**src/rtl/wdt_pkg.sv**
```systemverilog
/*
 * Shared constants for the sleep-poll watchdog: clock rate, timing
 * coefficients, default scaling value, reset values and the state encoding.
 * Assumes a 50 MHz free-running system clock.
 */
package wdt_pkg;

    // system clock period in femtoseconds (20 ns at 50 MHz)
    localparam longint unsigned CLK_PERIOD_FS = 64'd20_000_000;

    // default scaling value, in ohms of the timing resistor
    localparam int unsigned SCALE_OHM_DEFAULT = 32'd60000;

    // time per ohm of scaling value, in femtoseconds (4.17, 5.21, 2.08 x 1e-7..1e-8 s)
    localparam longint unsigned POLL_PERIOD_FS_PER_OHM = 64'd417_000_000;
    localparam longint unsigned RESET_DELAY_FS_PER_OHM = 64'd52_100_000;
    localparam longint unsigned LEAD_DELAY_FS_PER_OHM = 64'd208_000_000;

    // cycles for a time that scales with the parameter; never below one cycle
    function automatic int unsigned scaled_cycles(input longint unsigned fs_per_ohm,
                                                  input int unsigned ohm);
        longint unsigned c;
        c = (fs_per_ohm * longint'(ohm)) / CLK_PERIOD_FS;
        if (c < 64'd1)
        begin
            c = 64'd1;
        end
        return int'(c[31:0]);
    endfunction

    localparam int unsigned POLL_CYCLES_DEFAULT =
        scaled_cycles(POLL_PERIOD_FS_PER_OHM, SCALE_OHM_DEFAULT);
    localparam int unsigned RESET_CYCLES_DEFAULT =
        scaled_cycles(RESET_DELAY_FS_PER_OHM, SCALE_OHM_DEFAULT);
    localparam int unsigned LEAD_CYCLES_DEFAULT =
        scaled_cycles(LEAD_DELAY_FS_PER_OHM, SCALE_OHM_DEFAULT);

    // reset values
    localparam logic [31:0] COUNT_RESET = 32'h0000_0000;
    localparam logic [1:0] SYNC_RESET = 2'h0;

    // supervisor states
    typedef enum logic [1:0] {
        ST_HOLD = 2'b00,   // supply bad: reset held
        ST_DELAY = 2'b01,  // reset held for the reset delay
        ST_LEAD = 2'b10,   // reset released, waiting for first poll rise
        ST_RUN = 2'b11     // poll cycles running
    } sup_state_t;

endpackage

```
**src/rtl/edge_sync_if.sv**
```systemverilog
/*
 * Carrier between the supervisor and its input synchronisers: raw pin level
 * in, synchronised level and falling-edge pulse out.
 * Assumes one clock domain, mclk.
 */
`timescale 1ns/1ps
`default_nettype none

interface edge_sync_if;
    logic raw;    // asynchronous pin level
    logic level;  // level after two flip-flops
    logic fall;   // one-cycle pulse on a synchronised falling edge

    modport producer (input raw, output level, output fall);
    modport consumer (output raw, input level, input fall);
endinterface

`default_nettype wire

```
**src/rtl/edge_sync.sv**
```systemverilog
/*
 * Two-flop synchroniser with falling-edge detector for one pin input.
 * Assumes mclk and an asynchronous active-low reset; pin may change at any time.
 */
`timescale 1ns/1ps
`default_nettype none

module edge_sync
    import wdt_pkg::*;
(
    input wire logic mclk,               // system clock
    input wire logic reset_n,            // asynchronous reset, active low
    edge_sync_if.producer port           // raw in, level and fall out
);
    logic [1:0] sync_reg;
    logic [1:0] sync_next;
    logic last_reg;
    logic last_next;

    // stage 0 is read only by stage 1; edge logic looks at stage 1 and later
    always_comb
    begin
        sync_next = {sync_reg[0], port.raw};
        last_next = sync_reg[1];
    end

    always_ff @(posedge mclk or negedge reset_n)
    begin
        if (!reset_n)
        begin
            sync_reg <= SYNC_RESET;
            last_reg <= 1'b0;
        end
        else
        begin
            sync_reg <= sync_next;
            last_reg <= last_next;
        end
    end

    assign port.level = sync_reg[1];
    assign port.fall = last_reg & ~sync_reg[1];

endmodule

`default_nettype wire

```
**src/rtl/sleep_poll_watchdog_reset.sv**
```systemverilog
/*
 * Sleep-poll watchdog and reset supervisor: square-wave poll output, kick
 * monitoring on the watchdog input, active-low reset on a missed kick or a
 * supply fault, all timings scaled from one value.
 * Assumes a free-running 50 MHz mclk, asynchronous pin inputs, and a host
 * that answers each poll rise with a falling edge on the watchdog input.
 * Kicks are honoured only while poll cycles run; a kick during the reset
 * pulse or the lead is dropped.
 */
`timescale 1ns/1ps
`default_nettype none

// Overview of operation
// - poll output runs as a 50% square wave while poll cycles run, period from scale.
// - first kick falling edge in a cycle drives poll low until next cycle.
// - later kick edges in the same cycle change nothing.
// - a whole cycle without kick edge gives a reset pulse at cycle end.
// - poll output is held low whenever reset is asserted.
// - after reset release the poll cycle restarts from its beginning.
// - at power up reset stays asserted until supply good first appears.
// - supply fault asserts reset; release after supply returns plus reset delay.
// - poll period, reset delay and lead delay scale 4.17, 5.21, 2.08.
module sleep_poll_watchdog_reset
    import wdt_pkg::*;
#(
    parameter int unsigned scale_ohm = wdt_pkg::SCALE_OHM_DEFAULT,  // timing scale value
    parameter int unsigned poll_cycles = wdt_pkg::scaled_cycles(
        wdt_pkg::POLL_PERIOD_FS_PER_OHM, scale_ohm),               // poll period
    parameter int unsigned reset_cycles = wdt_pkg::scaled_cycles(
        wdt_pkg::RESET_DELAY_FS_PER_OHM, scale_ohm),               // reset delay
    parameter int unsigned lead_cycles = wdt_pkg::scaled_cycles(
        wdt_pkg::LEAD_DELAY_FS_PER_OHM, scale_ohm)                 // release to poll rise
)
(
    input wire logic mclk,               // 50 MHz system clock
    input wire logic reset_n,            // asynchronous reset, active low
    input wire logic watchdog_kick_in,   // kick from host, falling edge counts
    input wire logic supply_good_in,     // supply within regulation
    output logic poll_out,               // square-wave poll to the host
    output logic reset_out_n             // reset to the host, active low
);
    import wdt_pkg::*;

    // terminal values of the shared counter; each timing ends on its last count,
    // so a timing of n cycles keeps its state for exactly n edges
    // an odd poll period puts the extra cycle into the low half
    localparam logic [31:0] POLL_LAST = 32'(poll_cycles - 1);
    localparam logic [31:0] POLL_HALF = 32'(poll_cycles / 2);
    localparam logic [31:0] RESET_LAST = 32'(reset_cycles - 1);
    localparam logic [31:0] LEAD_LAST = 32'(lead_cycles - 1);

    // one carrier per pin; the kick path uses the edge pulse, the supply path the level
    edge_sync_if kick_if ();
    edge_sync_if supply_if ();

    assign kick_if.raw = watchdog_kick_in;
    assign supply_if.raw = supply_good_in;

    // kick path: two flops then an edge register; the fall pulse appears two edges after the pin
    edge_sync kick_sync (
        .mclk(mclk),
        .reset_n(reset_n),
        .port(kick_if.producer)
    );

    // supply path: the same cell, only the settled level is read
    edge_sync supply_sync (
        .mclk(mclk),
        .reset_n(reset_n),
        .port(supply_if.producer)
    );

    // supervisor group: state, shared counter and the kick flag
    sup_state_t state_reg;
    sup_state_t state_next;
    logic [31:0] count_reg;
    logic [31:0] count_next;
    logic kicked_reg;
    logic kicked_next;
    // output group: both outputs come straight from flip-flops
    logic poll_reg;
    logic poll_next;
    logic rst_n_reg;
    logic rst_n_next;
    // synchronised views of the two pins
    logic supply_ok;
    logic kick_fall;

    // the settled supply level and the kick edge are all the sequencer reads
    assign supply_ok = supply_if.level;
    assign kick_fall = kick_if.fall;

    // supervisor sequencing; one shared counter serves all three timings,
    // which is safe because only one timing runs in any state
    // a fall pulse is one cycle wide, so one kick can never be counted twice
    always_comb
    begin
        state_next = state_reg;
        count_next = count_reg + 32'h0000_0001;
        kicked_next = kicked_reg;
        unique case (state_reg)
            ST_HOLD:
            begin
                count_next = COUNT_RESET;
                kicked_next = 1'b0;
                // nothing counts while the supply is bad; the reset delay
                // starts only once the synchronised level has come back
                // wait for supply
                if (supply_ok)
                begin
                    state_next = ST_DELAY;
                end
            end
            ST_DELAY:
            begin
                // the same count times the missed-kick pulse and the fault return
                // reset delay count
                if (count_reg >= RESET_LAST)
                begin
                    state_next = ST_LEAD;
                    count_next = COUNT_RESET;
                end
            end
            ST_LEAD:
            begin
                // the poll cycle always starts at count zero, never where it was cut
                // restart from lead
                if (count_reg >= LEAD_LAST)
                begin
                    state_next = ST_RUN;
                    count_next = COUNT_RESET;
                    kicked_next = 1'b0;
                end
            end
            ST_RUN:
            begin
                // the flag, not the pin, holds poll low, so a kick pin that
                // returns high early cannot lift the poll output again
                // first kick latches
                if (kick_fall)
                begin
                    kicked_next = 1'b1;
                end
                if (count_reg >= POLL_LAST)
                begin
                    count_next = COUNT_RESET;
                    kicked_next = 1'b0;
                    // a kick on the last count still saves this cycle; the flag
                    // is cleared with the new cycle, so it never carries over
                    // missed kick reset
                    if (!kicked_reg && !kick_fall)
                    begin
                        state_next = ST_DELAY;
                    end
                end
            end
        endcase
        // a fault during the reset pulse or the lead restarts the whole sequence
        // supply fault overrides
        if (!supply_ok)
        begin
            state_next = ST_HOLD;
            count_next = COUNT_RESET;
            kicked_next = 1'b0;
        end
    end

    // outputs registered from the next state so they carry no glitches
    // trade-off: decoding the next state costs a wider compare but saves an
    // edge of latency; poll still lags the kick pin by three edges
    always_comb
    begin
        rst_n_next = (state_next == ST_LEAD) || (state_next == ST_RUN);
        poll_next = (state_next == ST_RUN) && (count_next < POLL_HALF) && !kicked_next;
    end

    // supervisor group registers; reset lands in the supply-bad state, so
    // every power-up runs the full reset delay after supply good
    always_ff @(posedge mclk or negedge reset_n)
    begin
        if (!reset_n)
        begin
            state_reg <= ST_HOLD;
            count_reg <= COUNT_RESET;
            kicked_reg <= 1'b0;
        end
        else
        begin
            state_reg <= state_next;
            count_reg <= count_next;
            kicked_reg <= kicked_next;
        end
    end

    // output group registers; both reset low so the host is held from the
    // first edge and never sees a poll pulse while reset is asserted
    always_ff @(posedge mclk or negedge reset_n)
    begin
        if (!reset_n)
        begin
            poll_reg <= 1'b0;
            rst_n_reg <= 1'b0;
        end
        else
        begin
            poll_reg <= poll_next;
            rst_n_reg <= rst_n_next;
        end
    end

    // pins follow the registers directly, no logic between flop and pin
    assign poll_out = poll_reg;
    assign reset_out_n = rst_n_reg;

endmodule

`default_nettype wire

```
**config.mk**
```make
export PLATFORM = sky130hd
export DESIGN_NAME = sleep_poll_watchdog_reset
export DESIGN_NICKNAME = d
export VERILOG_FILES = /design/src/rtl/wdt_pkg.sv /design/src/rtl/edge_sync_if.sv /design/src/rtl/edge_sync.sv /design/src/rtl/sleep_poll_watchdog_reset.sv
export SDC_FILE = /design/constraint.sdc
export NUM_CORES = 1
export LEC_CHECK = 0
export ABC_AREA = 1
export BUFFER_PORTS_ARGS = -buffer_cell sky130_fd_sc_hd__buf_4
export CORE_MARGIN = 5
export CORE_UTILIZATION = 55
export DETAILED_ROUTE_END_ITERATION = 6
export PLACE_DENSITY = 0.78
export SYNTH_ARGS = -nofsm -noshare
export SYNTH_HDL_FRONTEND = slang
export SYNTH_SLANG_ARGS = --single-unit
```
**constraint.sdc**
```tcl
create_clock -name mclk -period 2.7 [get_ports mclk]
set_input_delay 0.135 -clock mclk [delete_from_list [all_inputs] [get_ports mclk]]
set_output_delay 0.135 -clock mclk [all_outputs]
set_load 0.05 [all_outputs]
```
# --- After elaboration in Yosys (flattened, before gate mapping) ---
# Cells that the tools add are included.
totals:
  out_inout_bits: 2
  register_bits: 42
  input_bits: 4
  word_cells: 44
op_classes:
  add_sub_neg: 1
  bitwise: 2
  n_reduce_logical: 8
  n_lt_le_gt_ge: 4
  eq_ne: 5
  n_mux: 16
ops:
  columns: ["op", "count"]
  rows:
  - ["32-bit 2-to-1 mux", 4]
  - ["32-bit one-hot mux with 4 select lines", 1]
  - ["32-bit by 1-bit adder with 32-bit output (second input constant)", 1]
  - ["32-bit by 18-bit >= comparator with 1-bit output (second input constant)", 1]
  - ["32-bit by 20-bit >= comparator with 1-bit output (second input constant)", 1]
  - ["32-bit by 21-bit >= comparator with 1-bit output (second input constant)", 1]
  - ["32-bit by 20-bit < comparator with 1-bit output (second input constant)", 1]
  - ["2-bit 2-to-1 mux", 5]
  - ["2-bit equality test (second input constant)", 4]
  - ["2-bit one-hot mux with 4 select lines", 1]
  - ["1-bit 2-to-1 mux", 4]
  - ["1-bit logical AND", 3]
  - ["1-bit zero test", 3]
  - ["1-bit one-hot mux with 3 select lines", 1]
  - ["2-bit by 1-bit equality test with 1-bit output (second input constant)", 1]
  - ["2-bit zero test", 1]
  - ["1-bit bitwise AND", 1]
  - ["1-bit logical OR", 1]
  - ["1-bit inverter", 1]

# --- Depth between registers and ports, before layout ---
# Gate-level depths: netlist of the first run.
depth:
  depth_word: 11
  ltp_mapped: 17
  ltp_nobuf: 17

# --- By module ---
# From an unflattened synthesis of the first run, not the netlist that was laid out.
hier_totals:
  hier_cells: 328
  area_unflattened_um2: 2408.6
modules_own_cells:
  columns: ["mod", "seq_area_each_um2", "n_inst", "cells_per_inst", "area_each_um2"]
  rows:
  - ["sleep_poll_watchdog_reset", 925.9, 1, 318, 2238.4]
  - ["edge_sync", 75.1, 2, 5, 85.1]

# --- Worst setup path after synthesis of the first run ---
# OpenSTA, ideal clock, no wires.
synth_path:
  path_kind: "register -> register"
  startpoint: "reg count_reg[0]"
  endpoint: "reg poll_reg (netlist: poll_out)"
  slack_ps: 853
  setup_time_ps: 121
  required_time_ps: 2579
  period_less_slack_ps: 1847
  path_buffers: 0
  arrival_time_ps: 1726
  path_stages_with_launch: 16
  cell_sequence: "dfrtp_1 > ha_1 > nand2_2 > nand2_1 > nand2_1 > nand2_1 > nand2_1 > nand2_1 > nand2_1 > nand3_1 > nand3_4 > nand2_4 > nor2_1 > nand3_2 > nor2_1 > a21oi_1"
synth_via:
  elab_chain_len: 7
  word_cells_on_any_way: 23
  cone_classes: "1 x add/sub; 4 x order compare; 1 x eq/ne; 14 x mux; 3 x reduce/logical"
synth_rtl:
  columns: ["item", "line_no", "text"]
  rows:
  - ["from (decl)", "sleep_poll_watchdog_reset.sv:76", "logic [31:0] count_reg;"]
  - ["from (signal assigned)", "sleep_poll_watchdog_reset.sv:190", "count_reg <= count_next;"]
  - ["32-bit by 1-bit adder with 32-bit output (tied with other cells)", "sleep_poll_watchdog_reset.sv:99", "count_next = count_reg + 32'h0000_0001;"]
  - ["32-bit 2-to-1 mux (on tied branches)", "sleep_poll_watchdog_reset.sv:144, sleep_poll_watchdog_reset.sv:118, sleep_poll_watchdog_reset.sv:128", null]
  - ["32-bit one-hot mux with 4 select lines *", "sleep_poll_watchdog_reset.sv:101", "unique case (state_reg)"]
  - ["32-bit 2-to-1 mux *", "sleep_poll_watchdog_reset.sv:160", "if (!supply_ok)"]
  - ["via count_next[15]", "sleep_poll_watchdog_reset.sv:77", "logic [31:0] count_next;"]
  - ["32-bit by 20-bit < comparator with 1-bit output *", "sleep_poll_watchdog_reset.sv:174", "poll_next = (state_next == ST_RUN) && (count_next < POLL_HALF) && !kicked_next;"]
  - ["1-bit logical AND * (2 in a row)", "sleep_poll_watchdog_reset.sv:174", null]
  - ["via poll_next", "sleep_poll_watchdog_reset.sv:82", "logic poll_next;"]
  - ["to (signal assigned)", "sleep_poll_watchdog_reset.sv:206", "poll_reg <= poll_next;"]
  - ["to (decl)", "sleep_poll_watchdog_reset.sv:81", "logic poll_reg;"]
# Mark *: on every way through the listed nets, which the timed path passes. The rest lies on a longest branch.

# --- Worst setup path after layout of the first run ---
# Ends and elaborated chain as after synthesis.

==> PnR_summary.wiki, run 1 <==
{| class="wikitable"
! Metric !! Value
|-
| # Post-CTS Setup Buffers || 0
|-
| Number of nets in the layout || between 300 and 400
|-
| Htree depth || 2
|-
| Most common library cell in the layout ignoring fill and taps || sky130_fd_sc_hd__nand2_1
|-
| Inserted Diodes || 0
|-
| RePlAce Congestion || between 0.8 and 0.9
|-
| Number of distinct library cell variants in the gate-level netlist after synthesis || 32
|-
| IR Drop Worst-Case VDD || 0.461 mV
|-
| Flip-flop count of the largest register, all copies and words added || 32
|-
| Switching portion of total power || between 20% and 30%
|-
| Critical path data required time || between 2000 and 3000 ps
|-
| Antenna violations before repair || 0
|-
| Num Clock Sinks || 42
|-
| Total wirelength of the detailed-routed design || between 4 and 5 mm
|-
| Placement Cell Area || about 0.0023 mm2
|-
| Share of total power in sequential cells || between 50% and 60%
|-
| Die X-Extent || around 73 um
|-
| Internal power summed over all cells || 0.000958 W
|-
| Fill cell count || between 300 and 400
|-
| Startpoint type of the worst setup path || register
|-
| Post-route fraction of the period consumed by the critical path || between 80% and 90%
|-
| Setup TNS || 0 ps
|-
| Final period demand of the worst path || ~2300 ps
|-
| Proportion of synthesized chip area in sequential cells || approximately 48%
|-
| Arrival time of data at the critical path endpoint || about 2500 ps
|-
| Layout Cell Area excl Fill || approximately 0.0025 mm2
|-
| Detailed-route via count || around 1800
|-
| P per Cell Area || slightly below 500 mW/mm2
|-
| Least setup slack across all paths after layout || roughly 370 ps
|-
| First-pass GRT wire length || 7.34 mm
|-
| Worst-case reg-to-reg path depth || 15
|-
| Fraction of layout cells with a size suffix above 1 || 10.9%
|-
| Type of the tightest min-delay check || primary input to async pin
|-
| Post-Syn Area || between 0.002 and 0.0025 mm2
|-
| Combinational share of power || under 10%
|-
| Clock latency of the later-clocked register in the worst-skew pair || roughly 290 ps
|-
| Critical register-to-register path startpoint || count_reg[0]
|-
| Register-to-register setup slack || approximately 370 ps
|-
| Reg clk slew, reported paths || about 80 ps
|-
| Type of the setup path with the least slack || register to register
|-
| Peak clock frequency supported by timing || approximately 430 MHz
|-
| Vias per cell || ~5.0
|-
| Reg2Reg Capture Point || poll_out
|-
| Commonest non-fill, non-tap cells in the layout || sky130_fd_sc_hd__nand2_1 (71), sky130_fd_sc_hd__nor2_1 (54), sky130_fd_sc_hd__dfrtp_1 (42)
|-
| Final setup violation count || 0
|-
| Pin count of the biggest net entering global routing || 43
|-
| Core area || between 0.003 and 0.004 mm2
|-
| Post-detailed-route count of antenna-violating nets || 0
|-
| Setup crit end kind || register
|-
| Count of state elements after synthesis || 42
|-
| Initial core utilization || between 50% and 60%
|-
| # Max-Cap Violations || 0
|-
| Detailed-routing wirelength on met1 || between 1.5 and 2 mm
|-
| Dpl ws || 414 ps
|-
| Final routed DRC violation total || 0
|-
| Maximum number of buffers from clock root to sink || 2
|-
| Average size of a mapped cell || between 7 and 8 um2
|-
| Post-Syn Instances || approximately 290
|-
| Routed length per instance || ~12 um
|-
| Row count || 23
|-
| IO Count || 6
|-
| Area added between synthesis and finish || 12.5%
|-
| Outcome || completed
|-
| Die H || around 73 um
|-
| Yosys warning count || 0
|-
| Peak fanout along the critical path || 19
|-
| Met3 WL || ~180 um
|-
| Clock skew after layout || 5.14 ps
|-
| Overall die area || 0.00535 mm2
|-
| Total routing resource utilization after global routing || 17.9%
|-
| Final HPWL DP || approximately 3.2 mm
|-
| Final Slew Violations || 0
|-
| Worst slew slack as a fraction of its limit || approximately two thirds
|-
| Worst Max-Slew Pin Slew || 510 ps
|-
| Part of the total power dissipated in the clock network || 41.1%
|-
| Overflow left after global routing || 0
|-
| Clock tree from TritonCTS || yes
|-
| Violation count after the first detailed-routing iteration || between 90 and 100
|-
| Clock root cell || sky130_fd_sc_hd__clkbuf_8
|-
| TritonCTS Buffers || 5
|-
| First-pass iteration count of the detailed router || 4
|-
| Top routing layer used || met4
|-
| Number of global-route vias before repair || 1708
|-
| Leakage power total || between 1 and 1.5 nW
|-
| Setup repair after global routing missed its margin || no
|-
| Power dissipated by switching net loads || ~0.00024 W
|-
| Number of buffer cells added on primary ports || 5
|-
| Routed length on met2 || around 2.1 mm
|-
| Number of hold-slack violations in the final timing report || 0
|}
[cells in the mapped netlist]
cell | count | share of area, %
sky130_fd_sc_hd__o21ai_0 | 10 | 2.3
sky130_fd_sc_hd__o21ai_2 | 1 | 0.40
sky130_fd_sc_hd__nand3_4 | 1 | 0.80
sky130_fd_sc_hd__inv_2 | 3 | 0.51
sky130_fd_sc_hd__o21ai_1 | 1 | 0.23
sky130_fd_sc_hd__nand2_2 | 3 | 0.86
sky130_fd_sc_hd__inv_1 | 39 | 6.7
sky130_fd_sc_hd__nand2_1 | 71 | 12
sky130_fd_sc_hd__nand4_1 | 4 | 1.1
sky130_fd_sc_hd__nand3b_1 | 2 | 0.68
sky130_fd_sc_hd__a21oi_1 | 8 | 1.8
sky130_fd_sc_hd__buf_2 | 1 | 0.23
sky130_fd_sc_hd__nor2_4 | 2 | 1.0
sky130_fd_sc_hd__and3_1 | 1 | 0.29
sky130_fd_sc_hd__ha_1 | 1 | 0.57
sky130_fd_sc_hd__conb_1 | 1 | 0.17
sky130_fd_sc_hd__nor2_2 | 6 | 1.7
sky130_fd_sc_hd__nand3_2 | 2 | 0.91
sky130_fd_sc_hd__nor3_2 | 1 | 0.46
sky130_fd_sc_hd__or2_2 | 1 | 0.29
sky130_fd_sc_hd__xor2_1 | 7 | 2.8
sky130_fd_sc_hd__a21boi_0 | 1 | 0.34
sky130_fd_sc_hd__nor2_1 | 54 | 9.2
sky130_fd_sc_hd__a21boi_1 | 1 | 0.34
sky130_fd_sc_hd__xnor2_1 | 1 | 0.40
sky130_fd_sc_hd__nor3_1 | 2 | 0.46
sky130_fd_sc_hd__dfrtp_1 | 42 | 48
sky130_fd_sc_hd__nand3_1 | 14 | 3.2
sky130_fd_sc_hd__nor4_1 | 2 | 0.57
sky130_fd_sc_hd__nand2_4 | 2 | 1.0
sky130_fd_sc_hd__and2_1 | 1 | 0.29
sky130_fd_sc_hd__a31oi_1 | 1 | 0.29
[critical path, stage by stage (launching register included)]
cell,delay [ps]
sky130_fd_sc_hd__dfrtp_1,410
sky130_fd_sc_hd__ha_1,240
sky130_fd_sc_hd__nand2_2,120
sky130_fd_sc_hd__nand2_1,70
sky130_fd_sc_hd__nand2_1,60
sky130_fd_sc_hd__nand2_1,70
sky130_fd_sc_hd__nand2_1,70
sky130_fd_sc_hd__nand2_1,80
sky130_fd_sc_hd__nand2_1,90
sky130_fd_sc_hd__nand3_1,140
sky130_fd_sc_hd__nand3_4,160
sky130_fd_sc_hd__nand2_4,160
sky130_fd_sc_hd__nor2_1,260
sky130_fd_sc_hd__nand3_2,100
sky130_fd_sc_hd__nor2_1,100
sky130_fd_sc_hd__a21oi_1,80
[metal layers]
metal | up-vias | global-route usage (%)
met5 | - | 0
met4 | 0 | 6.76
met3 | 8 | 4.13
met2 | 44 | 29.9
met1 | 840 | 22.4
li1 | 922 | -
[layout make-up]
class                           count  area, um2  share of cell area, %
Multi-Input combinational cell    212       1020                   41.2
Inverter                           42        158                   6.38
Sequential cell                    42       1050                   42.6
Timing Repair Buffer                8       67.6                   2.74
Clock buffer                        6       82.6                   3.34
Clock inverter                      1       30.0                   1.22
Tap cell                           50       62.6                   2.53
[logic make-up after synthesis]
| group | share of synthesized area [%] |
|---|---|
| other | 0.171 |
| buffers and inverters | 7.41 |
| DFF | 47.9 |
| AOI/OAI and AO/OA | 5.70 |
| adders and majority gates | 0.570 |
| xor gates and xnor gates | 3.19 |
| and+or+nand+nor | 35.1 |
[through the flow]
stage	cells	utilization [%]	power, W	hold slack [ps]
3_5_place_dp	351	59.0	0.000717	144
4_1_cts	361	62.6	0.00121	354
3_3_place_gp	351	59.0	0.000716	142
2_1_floorplan	297	-	0.000692	-161
5_1_grt	361	62.6	0.00125	380
6_report	361	62.6	0.00120	350
[worst max path at each step]
stage | end | from | slack [ps] | depth (start not counted)
after floorplan | poll_out | count_reg[0] | 850 | 15
after global placement | poll_out | count_reg[0] | 500 | 17
after detailed placement | poll_out | count_reg[0] | 410 | 15
after CTS | poll_out | count_reg[0] | 400 | 15
after global routing | poll_out | count_reg[0] | 160 | 15
final | poll_out | count_reg[0] | 370 | 15
[power groups by stage]
stage,clock network (W),logic (W),registers (W)
after CTS,0.000505,0.0000554,0.000653
after global placement,0,0.0000513,0.000665
after global routing,0.000533,0.0000618,0.000655
after detailed placement,0,0.0000514,0.000666
after floorplan,0,0.0000199,0.000672
final,0.000493,0.0000544,0.000654
[what timing repair did]
item                       4_1_cts  5_1_grt
hold endpoints to repair        44        0
hold buffers                     3        0
resized for setup                0        0
setup endpoints to repair        0        0
Note: power is estimated with default switching activity, not from simulation.
==> run 2: changes to the inputs <==
--- a/config.mk
+++ b/config.mk
@@ -8,9 +8,10 @@
 export ABC_AREA = 1
 export BUFFER_PORTS_ARGS = -buffer_cell sky130_fd_sc_hd__buf_4
 export CORE_MARGIN = 5
-export CORE_UTILIZATION = 55
+export CORE_UTILIZATION = 60
 export DETAILED_ROUTE_END_ITERATION = 6
-export PLACE_DENSITY = 0.78
+export MAX_ROUTING_LAYER = met4
+export PLACE_DENSITY = 0.83
 export SYNTH_ARGS = -nofsm -noshare
 export SYNTH_HDL_FRONTEND = slang
 export SYNTH_SLANG_ARGS = --single-unit
==> run 2 against run 1 <==
  * Critical path depth is the same
  * Final cell count down 0.28%
  * Worst setup slack gained 140 ps
  * Die area decreased by 7.2%
  * Critical path type unchanged
  * Largest cell class unchanged
  * Largest power group unchanged
==> PnR_summary.wiki, run 2 (synthesis gave the netlist of run 1 again) <==
{| class="wikitable"
! Metric !! Value
|-
| Total wirelength of the detailed-routed design || 4.24 mm
|-
| Flip-flop count of the largest register, all copies and words added || 32
|-
| Overall die area || just under 0.005 mm2
|-
| Most common library cell in the layout ignoring fill and taps || sky130_fd_sc_hd__nand2_1
|-
| Number of global-route vias before repair || between 1500 and 2000
|-
| Least setup slack across all paths after layout || 515 ps
|-
| Maximum number of buffers from clock root to sink || 2
|-
| Master of the slowest instance on the critical path || sky130_fd_sc_hd__dfrtp_1
|-
| Part of the total power dissipated in the clock network || ~37%
|-
| Initial core utilization || roughly three fifths
|-
| Final routed DRC violation total || 0
|-
| Commonest non-fill, non-tap cells in the layout || sky130_fd_sc_hd__nand2_1 (71), sky130_fd_sc_hd__nor2_1 (54), sky130_fd_sc_hd__dfrtp_1 (42)
|-
| Detailed-route via count || about 1800
|-
| First-pass iteration count of the detailed router || 4
|-
| Setup TNS || 0 ps
|-
| Critical path data required time || ~2900 ps
|-
| Startpoint type of the worst setup path || register
|-
| Fill cell count || about 290
|-
| Dpl ws || approximately 500 ps
|-
| Row count || 22
|-
| Setup repair after global routing missed its margin || no
|-
| Pin count of the biggest net entering global routing || 43
|-
| Post-detailed-route count of antenna-violating nets || 0
|-
| Share of total power in sequential cells || around three fifths
|-
| Number of nets in the layout || roughly 320
|-
| Number of buffer cells added on primary ports || 5
|-
| Type of the setup path with the least slack || register to register
|-
| Setup crit end kind || register
|-
| Clock tree from TritonCTS || yes
|-
| Num Clock Sinks || 42
|-
| Final HPWL DP || 3.21 mm
|-
| Post-route fraction of the period consumed by the critical path || 80.9%
|-
| Internal power summed over all cells || around 0.00087 W
|-
| Number of hold-slack violations in the final timing report || 0
|-
| # Max-Cap Violations || 0
|-
| Peak fanout along the critical path || 19
|-
| Total routing resource utilization after global routing || 18.8%
|-
| Clock root cell || sky130_fd_sc_hd__clkbuf_8
|-
| Combined buffer and inverter count along the critical path || 0
|-
| Violation count after the first detailed-routing iteration || about 170
|-
| Slowest stage delay, CP || a little over 400 ps
|-
| Type of the tightest min-delay check || primary input to async pin
|-
| Inserted Diodes || 0
|-
| Die X-Extent || approximately 70 um
|-
| Antenna violations before repair || 0
|-
| Fraction of layout cells with a size suffix above 1 || about 11%
|-
| Clock skew after layout || 6.01 ps
|-
| Ordered list of cells on the worst path || ha_1 -> nand2_2 -> nand2_1 -> nand2_1 -> nand2_1 -> nand2_1 -> nand2_1 -> nand2_1 -> nand3_1 -> nand3_4 -> nand2_4 -> nor2_1 -> nand3_2 -> nor2_1 -> a21oi_1
|-
| RePlAce Congestion || 0.840
|-
| Routed length per instance || approximately 12 um
|-
| Final setup violation count || 0
|-
| IO Count || 6
|-
| Worst slew slack as a fraction of its limit || 66.1%
|-
| TritonCTS Buffers || 5
|-
| Worst Max-Slew Pin Slew || between 500 and 600 ps
|-
| Power dissipated by switching net loads || 0.000247 W
|-
| Clock latency of the later-clocked register in the worst-skew pair || 290 ps
|-
| Most common cell on crit path || sky130_fd_sc_hd__nand2_1
|-
| Core area || between 0.003 and 0.004 mm2
|-
| Outcome || completed
|-
| Final period demand of the worst path || around 2200 ps
|-
| Peak clock frequency supported by timing || roughly 460 MHz
|-
| Family of cells with the greatest summed delay on the critical path || simple AND/OR/NAND/NOR gates
|-
| Arrival time of data at the critical path endpoint || approximately 2400 ps
|-
| Vias per cell || slightly above 5
|-
| Die H || 70.5 um
|-
| Combinational share of power || between 4 and 5%
|-
| IR Drop Worst-Case VDD || about 0.48 mV
|-
| Area added between synthesis and finish || 11.5%
|-
| Htree depth || 2
|-
| Overflow left after global routing || 0
|-
| Reg clk slew, reported paths || roughly 80 ps
|-
| Leakage power total || between 1 and 1.5 nW
|-
| Final Slew Violations || 0
|-
| Switching portion of total power || between 20 and 25%
|-
| First-pass GRT wire length || 7.22 mm
|-
| P per Cell Area || ~460 mW/mm2
|}
-- run 2: cell count changes in the layout (fill, tap and decap cells not counted), sizes merged --
cell and change:
clkbuf +1, bufinv -1, clkinv +1
-- run 2: power groups by stage --
stage | clock, W | sequential, W | combinational (W)
5_1_grt | 0.000438 | 0.000656 | 0.0000627
3_5_place_dp | 0 | 0.000666 | 0.0000511
4_1_cts | 0.000411 | 0.000654 | 0.0000546
6_report | 0.000407 | 0.000654 | 0.0000540
3_3_place_gp | 0 | 0.000665 | 0.0000503
2_1_floorplan | 0 | 0.000672 | 0.0000199
-- run 2: layout make-up --
type	count	area (um2)	share of cell area (%)
Timing Repair Buffer	8	67.6	2.76
Inverter	42	158	6.44
Multi-Input combinational cell	212	1020	41.6
Clock inverter	1	5.00	0.205
Tap cell	48	60.1	2.46
Sequential cell	42	1050	43.0
Clock buffer	7	86.3	3.53
-- run 2: final timing paths --
check / from / end / depth (start not counted) / slack [ps]
min reg2reg: supply_sync.sync_reg[0] / supply_sync.sync_reg[1] / 0 / 360
max reg2reg: count_reg[0] / poll_out / 15 / 510
min in group mclk: supply_sync.sync_reg[0] / supply_sync.sync_reg[1] / 0 / 360
max: count_reg[0] / poll_out / 15 / 510
max in group asynchronous: reset_n / kick_sync.sync_reg[0] / 2 / 1980
min: reset_n / count_reg[25] / 2 / 360
-- run 2: what timing repair did --
action | in CTS | in global routing
resized for setup | 0 | 0
hold buffers | 3 | 0
hold endpoints to repair | 44 | 0
setup endpoints to repair | 0 | 0
buffers inserted | 0 | 0
-- run 2: metrics by stage --
stage          area (um2)  utilization (%)  hold slack (ps)  power (W)  cells
6_report             2450             67.8              357    0.00112    360
5_1_grt              2450             67.8              369    0.00116    360
4_1_cts              2450             67.8              362    0.00112    360
3_5_place_dp         2320             64.5              141   0.000717    349
3_3_place_gp         2320             64.5              135   0.000716    349
2_1_floorplan        2230                -             -161   0.000692    297
-- run 2: layer usage --
layer  vias to the layer above  track usage, %  wire (um)
met2                        46            30.6       2060
li1                        923               -          -
met3                        10            3.60        232
met1                       831            23.3       1860
met4                         0            7.02         97
met5                         -               -          0
-- run 2: worst reg2reg max path: stages (launching register included) --
cell	delay, ps
sky130_fd_sc_hd__dfrtp_1	410
sky130_fd_sc_hd__ha_1	250
sky130_fd_sc_hd__nand2_2	120
sky130_fd_sc_hd__nand2_1	70
sky130_fd_sc_hd__nand2_1	60
sky130_fd_sc_hd__nand2_1	50
sky130_fd_sc_hd__nand2_1	60
sky130_fd_sc_hd__nand2_1	80
sky130_fd_sc_hd__nand2_1	80
sky130_fd_sc_hd__nand3_1	140
sky130_fd_sc_hd__nand3_4	160
sky130_fd_sc_hd__nand2_4	160
sky130_fd_sc_hd__nor2_1	200
sky130_fd_sc_hd__nand3_2	80
sky130_fd_sc_hd__nor2_1	100
sky130_fd_sc_hd__a21oi_1	70
==> run 3: changes to the inputs <==
==> constraint.sdc (replaced) <==
create_clock -name mclk -period 2.1 [get_ports mclk]
set_input_delay 0.105 -clock mclk [delete_from_list [all_inputs] [get_ports mclk]]
set_output_delay 0.105 -clock mclk [all_outputs]
set_load 0.05 [all_outputs]
==> run 3 against run 2 <==
  * Clock skew is 1.2 ps higher
  * Combinational power increased by 35%
  * Sequential power increased by 28%
  * Via count is 3.3% higher
  * Core utilization up 5.0 points
  * Design area is 7.3% higher
  * Critical path depth down 1
  * Non-clock buffer count rose by 15
==> PnR_summary.wiki, run 3 (synthesis gave the netlist of run 1 again) <==
{| class="wikitable"
! Metric !! Value
|-
| Outcome || completed
|-
| Setup repair after global routing missed its margin || yes
|-
| Core area || roughly 0.0036 mm2
|-
| Clock latency of the later-clocked register in the worst-skew pair || between 200 and 300 ps
|-
| Flip-flop count of the largest register, all copies and words added || 32
|-
| Setup crit end kind || register
|-
| Final design utilization || a little over 70%
|-
| Number of global-route vias before repair || approximately 1800
|-
| Clock root cell || sky130_fd_sc_hd__clkbuf_8
|-
| Placement Cell Area || 0.00235 mm2
|-
| Met3 routing resource usage after global routing || 3.60%
|-
| Worst-case reg-to-reg path depth || 14
|-
| Critical register-to-register path startpoint || count_reg[1]
|-
| Fraction of layout cells with a size suffix above 1 || a little under a fifth
|-
| Maximum number of buffers from clock root to sink || 2
|-
| Overflow left after global routing || 0
|-
| Total routing resource utilization after global routing || roughly 20%
|-
| Critical path data required time || 2270 ps
|-
| Num Clock Sinks || 42
|-
| Final period demand of the worst path || roughly 2100 ps
|-
| Post-Place Cells || 353
|-
| Routed length per instance || 12.0 um
|-
| Vias per cell || between 4 and 5
|-
| Overall die area || a little under 0.005 mm2
|-
| # Max-Cap Violations || 0
|-
| Worst Max-Slew Pin Slew || between 500 and 600 ps
|-
| Initial core utilization || about three fifths
|-
| Die H || between 70 and 80 um
|-
| Met2 demand-to-capacity share in global routing || between 30% and 40%
|-
| Reg2Reg Capture Point || poll_out
|-
| Antenna violations before repair || 0
|-
| Clock skew after layout || approximately 7.2 ps
|-
| Final routed DRC violation total || 0
|-
| Number of nets in the layout || roughly 330
|-
| Clock tree from TritonCTS || yes
|-
| Total wirelength of the detailed-routed design || 4.51 mm
|-
| Pin count of the biggest net entering global routing || between 40 and 50
|-
| Final HPWL DP || between 3 and 4 mm
|-
| Peak clock frequency supported by timing || between 400 and 500 MHz
|-
| Die X-Extent || 70.5 um
|-
| Post-detailed-route count of antenna-violating nets || 0
|-
| Inserted Diodes || 0
|-
| Type of the tightest min-delay check || primary input to async pin
|-
| Area added between synthesis and finish || 19.6%
|-
| Worst slew slack as a fraction of its limit || between 60% and 70%
|-
| Startpoint type of the worst setup path || register
|-
| Final setup violation count || 0
|-
| Number of hold-slack violations in the final timing report || 0
|-
| RePlAce Congestion || 0.896
|-
| Commonest non-fill, non-tap cells in the layout || sky130_fd_sc_hd__nand2_1 (69), sky130_fd_sc_hd__nor2_1 (53), sky130_fd_sc_hd__dfrtp_1 (42)
|-
| Layout Cell Area excl Fill || approximately 0.0026 mm2
|-
| Leakage power total || between 1 and 1.5 nW
|-
| Most common library cell in the layout ignoring fill and taps || sky130_fd_sc_hd__nand2_1
|-
| TritonCTS Buffers || 5
|-
| Reg clk slew, reported paths || approximately 80 ps
|-
| Fill cell count || between 200 and 300
|-
| Htree depth || 2
|-
| First-pass GRT wire length || 7.90 mm
|-
| Grt peak-use layer || met2
|-
| Met1 global-route usage || between 20% and 30%
|-
| First-pass iteration count of the detailed router || 4
|-
| IO Count || 6
|-
| Type of the setup path with the least slack || register to register
|-
| Violation count after the first detailed-routing iteration || about 120
|-
| Number of buffer cells added on primary ports || 5
|-
| IR Drop Worst-Case VDD || between 0.6 and 0.7 mV
|-
| Register-to-register setup slack || approximately 12 ps
|-
| Post-route fraction of the period consumed by the critical path || 99.4%
|-
| Final Slew Violations || 0
|-
| Peak fanout along the critical path || 7
|-
| Arrival time of data at the critical path endpoint || 2260 ps
|-
| P per Cell Area || 537 mW/mm2
|-
| Row count || 22
|-
| Non-filler cells in the finished layout || 375
|-
| Detailed-route via count || roughly 1900
|}
-- run 3: changes by cell type in the layout (fill, tap and decap cells not counted), sizes merged --
cell	before	now
buf	5	20
clkbuf	7	6
clkinv	1	2
-- run 3: worst max-delay path, cell delays in order, from the launching register on --
cell                      delay [ps]
sky130_fd_sc_hd__dfrtp_1         390
sky130_fd_sc_hd__ha_2            210
sky130_fd_sc_hd__o21ai_0         180
sky130_fd_sc_hd__nand2_1          90
sky130_fd_sc_hd__nand3_1          90
sky130_fd_sc_hd__nand2_1          70
sky130_fd_sc_hd__nand2_1          70
sky130_fd_sc_hd__nand3_1         110
sky130_fd_sc_hd__nand3_4         150
sky130_fd_sc_hd__nand2_8         100
sky130_fd_sc_hd__buf_8           160
sky130_fd_sc_hd__nor2_4          120
sky130_fd_sc_hd__nand3_2          60
sky130_fd_sc_hd__nor2_1          100
sky130_fd_sc_hd__a21oi_1          70
-- run 3: worst max-delay path by stage --
stage	startpoint	to	slack (ps)	cells after the start
2_1_floorplan	count_reg[0]	poll_out	250	15
3_3_place_gp	count_reg[0]	poll_out	-40	15
3_5_place_dp	count_reg[0]	poll_out	-70	17
4_1_cts	count_reg[1]	poll_out	20	17
5_1_grt	count_reg[1]	poll_out	-160	14
6_report	count_reg[1]	poll_out	10	14
-- run 3: per-stage QoR --
step | setup WS, ps | power (W) | setup TNS [ps] | hold WS [ps]
floorplan | 253 | 0.000890 | 0 | -191
global placement | -36.8 | 0.000920 | -36.8 | 106
detailed placement | -67.6 | 0.000922 | -67.6 | 108
CTS | 23.9 | 0.00142 | 0 | 335
global route | -160 | 0.00147 | -304 | 374
finish | 12.1 | 0.00141 | 0 | 325
-- run 3: report_power, final --
group | internal (W) | total, W | switching [W]
combinational | 0.0000217 | 0.0000727 | 0.0000510
sequential | 0.000830 | 0.000840 | 0.0000101
clock | 0.000234 | 0.000498 | 0.000263
-- run 3: metal layers --
metal,up-vias,share of wire [%],wire [um]
met5,-,0,0
met4,0,2.0,89
met3,12,3.2,146
met2,31,50,2250
met1,871,45,2030
li1,956,-,-
-- run 3: layout make-up --
cell class,instances,area (um2),share of cell area (%)
Multi-Input combinational cell,212,1080,41.2
Inverter,42,158,6.01
Tap cell,48,60.1,2.29
Timing Repair Buffer,23,188,7.15
Clock buffer,6,72.6,2.76
Sequential cell,42,1050,40.0
Clock inverter,2,13.8,0.524
-- run 3: what timing repair did --
item	CTS	global route
cloned	0	0
pin swaps	1	8
hold endpoints to repair	44	0
buffers inserted	1	10
hold buffers	3	0
endpoints found under the setup margin	1	2
resized for setup	4	14
